**src/rtl/dfm_pkg.sv**
```systemverilog
// constants for the drivetrain fault monitor
package dfm_pkg;
  // clock and time base
  localparam int CLK_NS   = 10;
  localparam int TICK_NS  = 1_000_000;  // one time-base tick = 1 ms
  localparam int KLINE_BD = 10400;      // link rate in baud
  localparam int CLK_HZ   = 1_000_000_000 / CLK_NS;
  // qualification / recovery times in ms
  localparam int MS_W = 10;
  localparam logic [MS_W-1:0] MOTOR_MS = 10'd1000;
  localparam logic [MS_W-1:0] SPEED_MS = 10'd500;
  localparam logic [MS_W-1:0] COIL_MS  = 10'd800;
  // fault channels
  localparam int NCH     = 5;
  localparam int CH_MOT  = 0;
  localparam int CH_ENC  = 1;
  localparam int CH_FRNT = 2;
  localparam int CH_REAR = 3;
  localparam int CH_COIL = 4;
  // encoder: set bit = valid code (nine codes)
  localparam logic [15:0] ENC_VALID = 16'h01FF;
  // degraded low-range clutch duty in percent
  localparam logic [6:0] DUTY_MAX_PCT = 7'd88;
  // link command bytes
  localparam logic [7:0] CMD_READ  = 8'h11;
  localparam logic [7:0] CMD_ERASE = 8'h14;
  // register byte offsets
  localparam logic [3:0] REG_CTRL = 4'h0;
  localparam logic [3:0] REG_STAT = 4'h4;
  localparam logic [3:0] REG_CODE = 4'h8;
  // field positions
  localparam int CTRL_LINK  = 0;
  localparam int CTRL_ERASE = 1;
  localparam logic CTRL_LINK_RST = 1'b1;
  // self-test states
  typedef enum logic [3:0] {
    ST_MEM = 4'b0001,
    ST_RST = 4'b0010,
    ST_NVM = 4'b0100,
    ST_RUN = 4'b1000
  } dfm_st_e;
  // link states
  typedef enum logic [2:0] {
    LK_IDLE = 3'b001,
    LK_RX   = 3'b010,
    LK_TX   = 3'b100
  } dfm_lk_e;
endpackage

```
**src/rtl/dfm_top.sv**
```systemverilog
// drivetrain fault monitor: self-test, fault filters, codes, link
`timescale 1ns/1ps
// Operation
// - memory test at ignition, retest, lamp dark
// - then calibration memory test, lamp, defaults
// - no code recording with calibration memory fault
// - calibration memory fault held until ignition cycle
// - motor/encoder fault confirmed after one second
// - motor off: line grounded or open circuit
// - motor on: grounded, lines shorted, or open
// - encoder invalid code or line grounded
// - confirmed fault idle: ignore shift commands
// - pending shift discarded on confirmed fault
// - invalid code mid-shift: drive toward high
// - non-energized fault recovers after one second
// - energized motor fault latched until ignition
// - one speed sensor: lamp, other sensor
// - speed fault in low range forces duty
// - speed fault blocks new shifts until ignition
// - speed fault recovers after half second
// - both sensors: touch-off at zero speed
// - coil fault 0.8 s: lamp, stop torque
// - coil fault recovers after 0.8 s
// - first fault writes a persistent trouble code
// - tester reads codes over the serial link
// - maximum degraded duty is eighty-eight percent
module dfm_top
  import dfm_pkg::*;
#(
  parameter int TICK_CYC = TICK_NS / CLK_NS,
  parameter int BIT_CYC  = CLK_HZ / KLINE_BD
) (
  // clock and ignition reset
  input  wire logic        clk_i,
  input  wire logic        rst_i,
  // wishbone slave
  input  wire logic        wb_cyc_i,
  input  wire logic        wb_stb_i,
  input  wire logic        wb_we_i,
  input  wire logic [3:0]  wb_adr_i,
  input  wire logic [3:0]  wb_sel_i,
  input  wire logic [31:0] wb_dat_i,
  output logic      [31:0] wb_dat_o,
  output logic             wb_ack_o,
  // memory self-test handshake
  input  wire logic        mem_done_i,
  input  wire logic        mem_pass_i,
  input  wire logic        nvm_done_i,
  input  wire logic        nvm_pass_i,
  input  wire logic [4:0]  nvm_codes_i,
  output logic             mem_test_o,
  output logic             nvm_test_o,
  output logic             core_reset_o,
  output logic             func_en_o,
  output logic             default_cal_o,
  // code store write port
  output logic             nvm_wr_o,
  output logic      [4:0]  nvm_wdata_o,
  // sensed faults
  input  wire logic        motor_on_i,
  input  wire logic        motor_hl_gnd_i,
  input  wire logic        motor_lh_gnd_i,
  input  wire logic        motor_lines_i,
  input  wire logic        motor_open_i,
  input  wire logic [3:0]  enc_code_i,
  input  wire logic [3:0]  enc_gnd_i,
  input  wire logic        front_flt_i,
  input  wire logic        rear_flt_i,
  input  wire logic        coil_open_i,
  input  wire logic        coil_gnd_i,
  // shift state and range
  input  wire logic        low_range_i,
  input  wire logic        shift_pend_i,
  input  wire logic        shift_busy_i,
  // degraded-mode controls
  output logic             drive_fault_lamp_o,
  output logic             shift_allow_o,
  output logic             shift_cancel_o,
  output logic             drive_high_o,
  output logic      [1:0]  touch_sel_o,
  output logic             slip_off_o,
  output logic             duty_force_o,
  output logic      [6:0]  duty_max_o,
  output logic             torque_stop_o,
  // diagnostic k-line, open drain
  input  wire logic        kline_i,
  output logic             kline_o,
  output logic             kline_oe_o
);

  // limit of a channel's filter in ms
  function automatic logic [MS_W-1:0] lim_of(input int ch);
    if (ch == CH_COIL) lim_of = COIL_MS;
    else if (ch >= CH_FRNT) lim_of = SPEED_MS;
    else lim_of = MOTOR_MS;
  endfunction

  //////////////////////////////////////////////////////////////////////
  // time base: 1 ms enable pulse
  logic [16:0] tick_cnt_q, tick_cnt_d;  // divider count
  logic        tick_q, tick_d;          // one-cycle tick

  always_comb
  begin
    tick_d     = (tick_cnt_q == 17'(TICK_CYC - 1));
    tick_cnt_d = tick_d ? 17'd0 : tick_cnt_q + 17'd1;
  end

  always_ff @(posedge clk_i)
  begin
    if (rst_i)
    begin
      tick_cnt_q <= 17'd0;
      tick_q     <= 1'b0;
    end
    else
    begin
      tick_cnt_q <= tick_cnt_d;
      tick_q     <= tick_d;
    end
  end

  //////////////////////////////////////////////////////////////////////
  // power-up self-test sequencer
  dfm_st_e st_q, st_d;     // sequencer state
  logic    nvm_flt_q, nvm_flt_d;  // calibration memory fault

  always_comb
  begin
    st_d      = st_q;
    nvm_flt_d = nvm_flt_q;
    case (st_q)
      ST_MEM:
      begin
        if (mem_done_i)
          st_d = mem_pass_i ? ST_NVM : ST_RST;
      end
      ST_RST: st_d = ST_MEM;   // one-cycle core reset, then retest
      ST_NVM:
      begin
        if (nvm_done_i)
        begin
          st_d      = ST_RUN;
          // set here only, cleared by reset
          nvm_flt_d = !nvm_pass_i;
        end
      end
      ST_RUN: st_d = ST_RUN;   // left only by ignition reset
      default: st_d = ST_MEM;
    endcase
  end

  always_ff @(posedge clk_i)
  begin
    if (rst_i)
    begin
      st_q      <= ST_MEM;
      nvm_flt_q <= 1'b0;
    end
    else
    begin
      st_q      <= st_d;
      nvm_flt_q <= nvm_flt_d;
    end
  end

  logic run;  // normal functions allowed
  assign run           = (st_q == ST_RUN);
  assign mem_test_o    = (st_q == ST_MEM);
  assign nvm_test_o    = (st_q == ST_NVM);
  assign core_reset_o  = (st_q == ST_RST);
  assign func_en_o     = run;
  assign default_cal_o = nvm_flt_q;

  //////////////////////////////////////////////////////////////////////
  // raw fault conditions
  logic [NCH-1:0] raw;  // unfiltered fault per channel

  always_comb
  begin
    // motor off checks; energized adds line short
    raw[CH_MOT]  = motor_hl_gnd_i | motor_lh_gnd_i | motor_open_i
                 | (motor_on_i & motor_lines_i);
    raw[CH_ENC]  = !ENC_VALID[enc_code_i] | (|enc_gnd_i);
    raw[CH_FRNT] = front_flt_i;
    raw[CH_REAR] = rear_flt_i;
    raw[CH_COIL] = coil_open_i | coil_gnd_i;
  end

  //////////////////////////////////////////////////////////////////////
  // qualification and recovery filters
  logic [MS_W-1:0] cnt_q [NCH];
  logic [MS_W-1:0] cnt_d [NCH];
  logic [NCH-1:0]  conf_q, conf_d;  // confirmed fault per channel

  // one counter per channel serves both directions: it times the
  // disagreement between the raw and confirmed state
  always_comb
  begin
    conf_d = conf_q;
    for (int i = 0; i < NCH; i++)
    begin
      cnt_d[i] = cnt_q[i];
      if (!run)
      begin
        conf_d[i] = 1'b0;
        cnt_d[i]  = '0;
      end
      else if (raw[i] == conf_q[i])
        cnt_d[i] = '0;
      else if (tick_q)
      begin
        if (cnt_q[i] == lim_of(i) - 10'd1)
        begin
          conf_d[i] = raw[i];
          cnt_d[i]  = '0;
        end
        else
          cnt_d[i] = cnt_q[i] + 10'd1;
      end
    end
  end

  always_ff @(posedge clk_i)
  begin
    if (rst_i)
    begin
      conf_q <= '0;
      for (int i = 0; i < NCH; i++)
        cnt_q[i] <= '0;
    end
    else
    begin
      conf_q <= conf_d;
      for (int i = 0; i < NCH; i++)
        cnt_q[i] <= cnt_d[i];
    end
  end

  //////////////////////////////////////////////////////////////////////
  // latched degraded modes
  logic mlatch_q, mlatch_d;  // energized motor fault
  logic sblk_q, sblk_d;      // speed-fault shift block
  logic high_q, high_d;      // forced move toward high
  logic lforce_q, lforce_d;  // low-range duty force
  logic me_rise, spd;        // new motor/encoder fault, speed fault

  assign me_rise = (conf_d[CH_MOT] & !conf_q[CH_MOT])
                 | (conf_d[CH_ENC] & !conf_q[CH_ENC]);
  assign spd     = conf_q[CH_FRNT] | conf_q[CH_REAR];

  always_comb
  begin
    mlatch_d = mlatch_q | (conf_d[CH_MOT] & !conf_q[CH_MOT] & motor_on_i);
    sblk_d   = sblk_q | spd;
    high_d   = high_q
             | (conf_d[CH_ENC] & !conf_q[CH_ENC] & shift_busy_i
                & !ENC_VALID[enc_code_i]);
    lforce_d = low_range_i & (lforce_q | spd);
  end

  always_ff @(posedge clk_i)
  begin
    if (rst_i)
    begin
      mlatch_q <= 1'b0;
      sblk_q   <= 1'b0;
      high_q   <= 1'b0;
      lforce_q <= 1'b0;
    end
    else
    begin
      mlatch_q <= mlatch_d;
      sblk_q   <= sblk_d;
      high_q   <= high_d;
      lforce_q <= lforce_d;
    end
  end

  logic me_flt;  // motor or encoder fault in force
  assign me_flt = conf_q[CH_MOT] | conf_q[CH_ENC] | mlatch_q;

  assign shift_allow_o  = run & !me_flt & !sblk_q & !high_q;
  assign shift_cancel_o = me_rise & shift_pend_i & !shift_busy_i;
  assign drive_high_o   = high_q;
  // touch-off source, 3 = zero speed
  assign touch_sel_o    = {conf_q[CH_REAR], conf_q[CH_FRNT]};
  assign slip_off_o     = spd & !low_range_i;
  assign duty_force_o   = lforce_q;
  assign duty_max_o     = DUTY_MAX_PCT;
  assign torque_stop_o  = conf_q[CH_COIL];
  // lamp stays dark until memory test passes
  assign drive_fault_lamp_o = run & (nvm_flt_q | me_flt | spd
                                     | conf_q[CH_COIL]);

  //////////////////////////////////////////////////////////////////////
  // trouble code store
  logic [4:0] code_q, code_d;  // stored first-seen codes
  logic       wr_q, wr_d;      // write strobe to store
  logic       erase;           // erase from link or software

  always_comb
  begin
    code_d = code_q;
    wr_d   = 1'b0;
    if (st_q == ST_NVM && nvm_done_i && nvm_pass_i)
      code_d = nvm_codes_i;
    else if (erase)
    begin
      code_d = (run && !nvm_flt_q) ? (conf_d & ~conf_q) : 5'd0;
      wr_d   = 1'b1;
    end
    // first detection writes code; not on fault
    else if (run && !nvm_flt_q && |(conf_d & ~conf_q & ~code_q))
    begin
      code_d = code_q | (conf_d & ~conf_q);
      wr_d   = 1'b1;
    end
  end

  always_ff @(posedge clk_i)
  begin
    if (rst_i)
    begin
      code_q <= '0;
      wr_q   <= 1'b0;
    end
    else
    begin
      code_q <= code_d;
      wr_q   <= wr_d;
    end
  end

  assign nvm_wr_o    = wr_q;
  assign nvm_wdata_o = code_q;

  //////////////////////////////////////////////////////////////////////
  // k-line link: one command byte in, one code byte out
  dfm_lk_e     lk_q, lk_d;      // link state
  logic [13:0] bc_q, bc_d;      // bit timer
  logic [3:0]  bi_q, bi_d;      // bit index
  logic [9:0]  sh_q, sh_d;      // shift register
  logic        lk_er;           // erase command seen
  logic        link_en_q, link_en_d;
  logic        sw_er;           // software erase strobe

  always_comb
  begin
    lk_d  = lk_q;
    bc_d  = bc_q;
    bi_d  = bi_q;
    sh_d  = sh_q;
    lk_er = 1'b0;
    case (lk_q)
      LK_IDLE:
      begin
        // start edge: sample at bit centres
        if (link_en_q && run && !kline_i)
        begin
          lk_d = LK_RX;
          bc_d = 14'(BIT_CYC / 2);
          bi_d = 4'd0;
        end
      end
      LK_RX:
      begin
        if (bc_q != 14'd0)
          bc_d = bc_q - 14'd1;
        else
        begin
          bc_d = 14'(BIT_CYC - 1);
          bi_d = bi_q + 4'd1;
          sh_d = {kline_i, sh_q[9:1]};
          if (bi_q == 4'd0 && kline_i)
            lk_d = LK_IDLE;    // glitch, not a start bit
          else if (bi_q == 4'd9)
          begin
            // answer read with codes, erase with zero
            lk_d  = LK_IDLE;
            bi_d  = 4'd0;
            lk_er = kline_i && sh_q[9:2] == CMD_ERASE;
            if (kline_i && (sh_q[9:2] == CMD_READ || lk_er))
            begin
              lk_d = LK_TX;
              sh_d = {1'b1, 3'b000, lk_er ? 5'd0 : code_q, 1'b0};
            end
          end
        end
      end
      LK_TX:
      begin
        if (bc_q != 14'd0)
          bc_d = bc_q - 14'd1;
        else
        begin
          bc_d = 14'(BIT_CYC - 1);
          bi_d = bi_q + 4'd1;
          sh_d = {1'b1, sh_q[9:1]};
          if (bi_q == 4'd9)
            lk_d = LK_IDLE;
        end
      end
      default: lk_d = LK_IDLE;
    endcase
  end

  always_ff @(posedge clk_i)
  begin
    if (rst_i)
    begin
      lk_q <= LK_IDLE;
      bc_q <= '0;
      bi_q <= '0;
      sh_q <= '1;
    end
    else
    begin
      lk_q <= lk_d;
      bc_q <= bc_d;
      bi_q <= bi_d;
      sh_q <= sh_d;
    end
  end

  // open drain: only ever pulls low
  assign kline_o    = 1'b0;
  assign kline_oe_o = (lk_q == LK_TX) & !sh_q[0];
  assign erase      = lk_er | sw_er;

  //////////////////////////////////////////////////////////////////////
  // wishbone slave, one wait state, unmapped reads zero
  logic        ack_q, ack_d;
  logic [31:0] rd_q, rd_d;
  logic        wr_hit;

  assign wr_hit = wb_cyc_i & wb_stb_i & ack_q & wb_we_i & wb_sel_i[0]
                & (wb_adr_i == REG_CTRL);
  assign sw_er  = wr_hit & wb_dat_i[CTRL_ERASE];

  always_comb
  begin
    ack_d     = wb_cyc_i & wb_stb_i & !ack_q;
    link_en_d = wr_hit ? wb_dat_i[CTRL_LINK] : link_en_q;
    case (wb_adr_i)
      REG_CTRL: rd_d = {31'd0, link_en_q};
      REG_STAT: rd_d = {12'd0, st_q, 6'd0, lforce_q, high_q, sblk_q,
                        mlatch_q, nvm_flt_q, conf_q};
      REG_CODE: rd_d = {27'd0, code_q};
      default:  rd_d = 32'd0;
    endcase
  end

  always_ff @(posedge clk_i)
  begin
    if (rst_i)
    begin
      ack_q     <= 1'b0;
      rd_q      <= '0;
      link_en_q <= CTRL_LINK_RST;
    end
    else
    begin
      ack_q     <= ack_d;
      rd_q      <= rd_d;
      link_en_q <= link_en_d;
    end
  end

  assign wb_ack_o = ack_q;
  assign wb_dat_o = rd_q;
endmodule

```
**config.mk**
```make
export PLATFORM = sky130hd
export DESIGN_NAME = dfm_top
export DESIGN_NICKNAME = d
export VERILOG_FILES = /design/src/rtl/dfm_pkg.sv /design/src/rtl/dfm_top.sv
export SDC_FILE = /design/constraint.sdc
export NUM_CORES = 1
export LEC_CHECK = 0
export CORE_MARGIN = 1
export CORE_UTILIZATION = 63
export CTS_CLUSTER_SIZE = 12
export DETAILED_ROUTE_END_ITERATION = 16
export DONT_BUFFER_PORTS = 1
export HOLD_SLACK_MARGIN = 0.1
export PLACE_DENSITY = 0.79
export RECOVER_POWER = 100
export SLEW_MARGIN = 10
export SYNTH_ARGS = -nofsm -noshare
export SYNTH_HDL_FRONTEND = slang
export SYNTH_SLANG_ARGS = --single-unit
export TNS_END_PERCENT = 100
```
**constraint.sdc**
```tcl
create_clock -name clk_i -period 2.9 [get_ports clk_i]
set_input_delay 0.435 -clock clk_i [delete_from_list [all_inputs] [get_ports clk_i]]
set_output_delay 0.435 -clock clk_i [all_outputs]
set_load 0.01 [all_outputs]
```
==> reports/metrics.csv, run 1 <==
metric,value,unit
dp.cells,894,
end_kind,output pin,
cts_tree,done,
drt_first_pass_iters,5,
die_y,103,um
netSwitchingPower,0.000873,W
grt_pass1_wl,24800,um
cpPeakStageDelay,0.62,ns
worstSetupStartpointType,register,
slowest_stage,or4b_4,
setup_viol,0,
coreArea,9860,sq um
synth_top_area_frac,0.417,
period_needed,2.79,ns
track_usage,0.304,
worstPathMaxFanout,5,
async_flop_share,0,
powerDensity,564,nW/um^2
leakage,2.58,nW
power,0.00415,W
synth-compound-area-share,0.0941,
ys_seq_area_frac,0.417,
synth_cell_types,63,
p_seq_frac,0.452,
dpl.hpwl,10700,um
drv_slew,0,
critPathTopFamily,simple AND/OR/NAND/NOR gates,
synthAdderAreaFrac,0.0193,
synth_seq_cells,135,
ir_worst_vdd,0.502,mV
dr.first_iter.drc_count,310,
cts-htree-levels,4,
avgSynthCellArea,8.38,sq um
initial_utilization,0.656,
muxShareOfSynthArea,0.0160,
combPwrFrac,0.023,
yosys.area.top_type,dfxtp_1,
clock_power_share,0.525,
clkTransAtPathRegs,0.06,ns
synthCells,773,
grt_pass1_vias,5251,
diodes,0,
tns,0,ns
syn_to_final_growth,13.6,%
num_rows,36,
routedWlPerCell,16.7,um
worstPathCellList,nand4_1 > or4b_4 > nor3b_4 > nor2_1 > nor3b_2 > buf_4,
drive_gt1_frac,0.0886,
portBuffers,0,
die_x,103,um
wirelength,15800,um
ys.flop_type,dfxtp_1,
synth_top_family_by_area,simple AND/OR/NAND/NOR gates,
outcome,completed,
fmax,359,MHz
ys_warn_count,0,
final_net_count,885,
num_io_pins,137,
synth_simple_gate_area_frac,0.307,
worstSetupPathType,reg -> out,
finalHoldViolations,0,
yosysMostFrequentCell,dfxtp_1,
post-route-period-util,0.960,
worstMarginPinSlew,1.21,ns
antenna_found_initial,0,
synth-xor-area-share,0.0893,
syn-cell-area,6470,sq um
crit_required,2.47,ns
fin_util,0.746,
drv_cap,0,
path_buf_inv,1,
insertion_delay,0.52,ns
ant_nets,0,
switching_share,0.211,
fin_cells,946,
drc,0,
fill_cells,705,
via_per_inst,5.98,
crit_arrival,2.35,ns
via_count,5653,
synth_area_leaders,"dfxtp_1, nor2_1, xor2_1",
min-delay-path-class,in -> reg,
max_slew_margin,0.188,
skew,0.00837,ns
gp_congestion,0.909,
clk_path_buf_depth,2,
multi_input_area,3560,sq um
cts_buffers,17,
grt_max_degree,33,
overflow,0,
clockRootBuffer,clkbuf_8,
synth_edf_count,0,
regArea,2710,sq um
cts_sinks,135,
p_int,0.00327,W
die_area,10700,sq um
synthTopCellsByCount,"dfxtp_1, nor2_1, nand2_1",
[registers in the layout, indices dropped and copies added, names as in the netlist]
signal	flops
tick_q	1
bc_q	14
sblk_q	1
wb_dat_o	14
default_cal_o	1
conf_q	5
cnt_q	50
tick_cnt_q	17
st_q	4
bi_q	4
link_en_q	1
mlatch_q	1
sh_q	10
drive_high_o	1
duty_force_o	1
nvm_wdata_o	5
wb_ack_o	1
lk_q	3
nvm_wr_o	1
[area by class of cell]
| cell class | instances | area share |
|---|---|---|
| Multi-Input combinational cell | 594 | 0.484 |
| Tap cell | 133 | 0.0226 |
| Timing Repair Buffer | 34 | 0.0340 |
| Sequential cell | 135 | 0.368 |
| Clock buffer | 21 | 0.0624 |
| Inverter | 18 | 0.00919 |
| Clock inverter | 11 | 0.0201 |
[placed cells by master (no fill, tap or decap), types with 7 or more instances in the layout]
master         instances
dfxtp_1              131
nor4b_1                9
o21ai_0               15
and3_1                 8
dlygate4sd3_1         13
nand3_1               38
or4_1                  7
a31oi_1                8
and2_0                 8
a21oi_1               33
xnor2_1               28
conb_1                26
and2_1                 7
nor3_1                26
nor4_1                 9
clkbuf_1              11
nand2b_1               7
xor2_1                38
mux2i_1                7
nand4_1               23
nand2_1               69
buf_4                 10
nor2b_1                9
ha_1                   8
inv_1                 17
nor2_1               125
clkbuf_16             16
[kinds of logic (layout without fill, tap and decap cells)]
kind of cell / Yosys count / after routing
AO/OA/AOI/OAI: 93 / 93
XOR/XNOR: 66 / 66
adder cells (fa/ha/maj): 10 / 10
buffers and inverters: 68 / 84
flip-flops: 135 / 135
multiplexers: 10 / 10
other: 2 / 26
AND/OR/NAND/NOR: 389 / 389
[power groups by stage]
stage	combinational, W	clock (W)	sequential, W
final	0.0000938	0.00218	0.00187
after global placement	0.0000692	0	0.00191
after detailed placement	0.0000706	0	0.00191
after floorplan	0.0000900	0	0.00191
after CTS	0.0000935	0.00220	0.00187
after global routing	0.000104	0.00229	0.00187
[stage by stage]
step	instance area, sq um	worst slack [ns]	hold WS (ns)
after global placement	6540	0.364	0.447
after CTS	7340	0.0212	0.101
after global routing	7360	-0.00330	0.113
final	7360	0.115	0.113
after floorplan	6570	0.557	0.430
after detailed placement	6540	0.296	0.459
[timing repair]
item	in CTS	in global routing
setup endpoints to repair	1	1
hold buffers	13	0
pin swaps	1	4
buffers inserted	4	3
endpoints found under the hold margin	31	0
gates resized for setup	7	11
[final timing paths]
kind / from / to / slack [ns] / cells past startpoint
hold reg to reg: sh_q[1]$_SDFFE_PP1P_ / sh_q[0]$_SDFFE_PP1P_ / 0.48 / 2
setup / recovery: cnt_q[0][15]$_SDFFE_PP0P_ / shift_cancel_o / 0.11 / 6
setup reg to reg: st_q[0]$_SDFFE_PP1P_ / nvm_wdata_o[2]$_SDFFE_PP0P_ / 0.19 / 10
hold / removal: kline_i / sh_q[9]$_SDFFE_PP1P_ / 0.11 / 2
[routing by layer]
metal | routed length [um] | track usage
met1 | 6050 | 0.335
met2 | 7950 | 0.527
met3 | 1230 | 0.103
met4 | 565 | 0.142
met5 | 0 | 0
No activity file was read; power rests on OpenSTA's default activity.
==> run 2, diff against run 1 <==
CELL_PAD_IN_SITES_DETAIL_PLACEMENT = 1   (was unset)
CELL_PAD_IN_SITES_GLOBAL_PLACEMENT = 1   (was unset)
CORE_UTILIZATION = 47   (was 63)
PLACE_DENSITY = unset   (was 0.79)
PLACE_DENSITY_LB_ADDON = 0.1   (was unset)
==> run 2 against run 1 <==
Compared with the run above: fmax is 1.1% lower; global-route usage is 3.9 points lower; clock skew is 0.0012 ns lower; critical path type unchanged.
==> reports/metrics.csv, run 2 (synthesis results as in run 1) <==
metric,value,unit
cts_buffers,17,
grt_pass1_vias,5875,
cts_tree,done,
drv_cap,0,
dr.first_iter.drc_count,329,
clk_path_buf_depth,2,
reg_top3,"cnt_q: 50 flops, tick_cnt_q: 17 flops",
outcome,completed,
cpPeakStageDelay,0.55,ns
via_count,5579,
drv_slew,0,
path_buf_inv,1,
cts_sinks,135,
syn_to_final_growth,13.1,%
worstPathMaxFanout,5,
num_io_pins,137,
layout_commonest_cell,dfxtp_1,
final_net_count,875,
powerDensity,587,nW/um^2
clockRootBuffer,clkbuf_16,
setup_viol,0,
gp_congestion,0.837,
whs,0.118,ns
pre_cts_slack,0.120,ns
fmax,355,MHz
period_needed,2.82,ns
drc,0,
die_y,119,um
wirelength,18200,um
via_per_inst,5.69,
largest_register_ffs,50,
initial_utilization,0.485,
grt_pass1_wl,29400,um
grt_max_degree,33,
regMostFlops,cnt_q,
worstSetupStartpointType,register,
min-delay-path-class,in -> reg,
worstMarginPinSlew,1.00,ns
leakage,2.55,nW
cts-htree-levels,4,
portBuffers,0,
routedWlPerCell,18.5,um
overflow,0,
clkTransAtPathRegs,0.06,ns
die_area,14300,sq um
slowest_stage,or4b_4,
antenna_found_initial,1,
post-route-period-util,0.971,
crit_arrival,2.38,ns
die_x,119,um
drive_gt1_frac,0.0809,
final_cell_mix,"dfxtp_1, nor2_1, nand2_1",
skew,0.00716,ns
drt_first_pass_iters,4,
end_kind,output pin,
worstSetupPathType,reg -> out,
num_rows,42,
finalHoldViolations,0,
critPathTopFamily,simple AND/OR/NAND/NOR gates,
dpl.hpwl,12900,um
track_usage,0.264,
crit_required,2.47,ns
ant_nets,0,
worstPathCellList,ha_1 > and2_1 > or4b_4 > nor3b_4 > nor2_1 > nor3b_1 > buf_4,
max_slew_margin,0.330,
insertion_delay,0.42,ns
ir_worst_vdd,0.397,mV
final.setup.worst_slack,0.0830,ns
coreArea,13300,sq um
==> run 2: cell count changes in the layout (fill, tap and decap cells not counted), moves of 2 or more <==
cell | previous run | this run
dlygate4sd3_1 | 13 | 2
ha_1 | 8 | 10
dfxtp_2 | 4 | 2
dfxtp_1 | 131 | 133
ha_2 | 2 | 0
==> run 2: area by class of cell <==
cell class / count / area (sq um)
clock buffers: 20 / 467
multi-input cells: 594 / 3540
repair buffers: 24 / 144
fillers: 1590 / 6030
flip-flops and latches: 135 / 2710
diodes: 1 / 2.50
inverters: 18 / 70.1
well taps: 176 / 220
clock inverters: 12 / 174
==> run 2: power by group <==
group / internal [W] / switching (W) / total (W)
clock network: 0.00150 / 0.000838 / 0.00234
registers: 0.00186 / 0.0000109 / 0.00187
logic: 0.0000238 / 0.0000562 / 0.0000799
==> run 2: final timing paths <==
path	slack (ns)	from	depth (start not counted)	to
setup / recovery	0.08	cnt_q[0][10]$_SDFFE_PP0P_	7	shift_cancel_o
setup reg to reg	0.27	cnt_q[0][0]$_SDFFE_PP0P_	8	nvm_wdata_o[3]$_SDFFE_PP0P_
hold / removal	0.12	rst_i	2	sh_q[0]$_SDFFE_PP1P_
hold reg to reg	0.47	sh_q[1]$_SDFFE_PP1P_	2	sh_q[0]$_SDFFE_PP1P_
==> run 2: metal layers <==
metal	share of wire	track usage	vias to the layer above
li1	-	-	2681
met1	0.41	0.293	2743
met2	0.52	0.474	125
met3	0.050	0.0776	30
met4	0.020	0.101	0
met5	0	0	-
==> run 2: what timing repair did <==
item,CTS,global route
pin swaps,1,3
hold buffers,2,0
resized for setup,6,6
setup buffers,1,1
endpoints found under the hold margin,22,0
setup endpoints to repair,2,1
==> run 2: stage by stage <==
step / cells / instance area [sq um] / total power [W] / util / setup TNS, ns
floorplan: 797 / 6570 / 0.00200 / - / 0
global route: 980 / 7320 / 0.00442 / 0.549 / -0.00959
finish: 980 / 7320 / 0.00430 / 0.549 / 0
detailed placement: 943 / 6640 / 0.00199 / 0.497 / 0
CTS: 978 / 7340 / 0.00432 / 0.550 / 0
global placement: 943 / 6640 / 0.00199 / 0.497 / 0
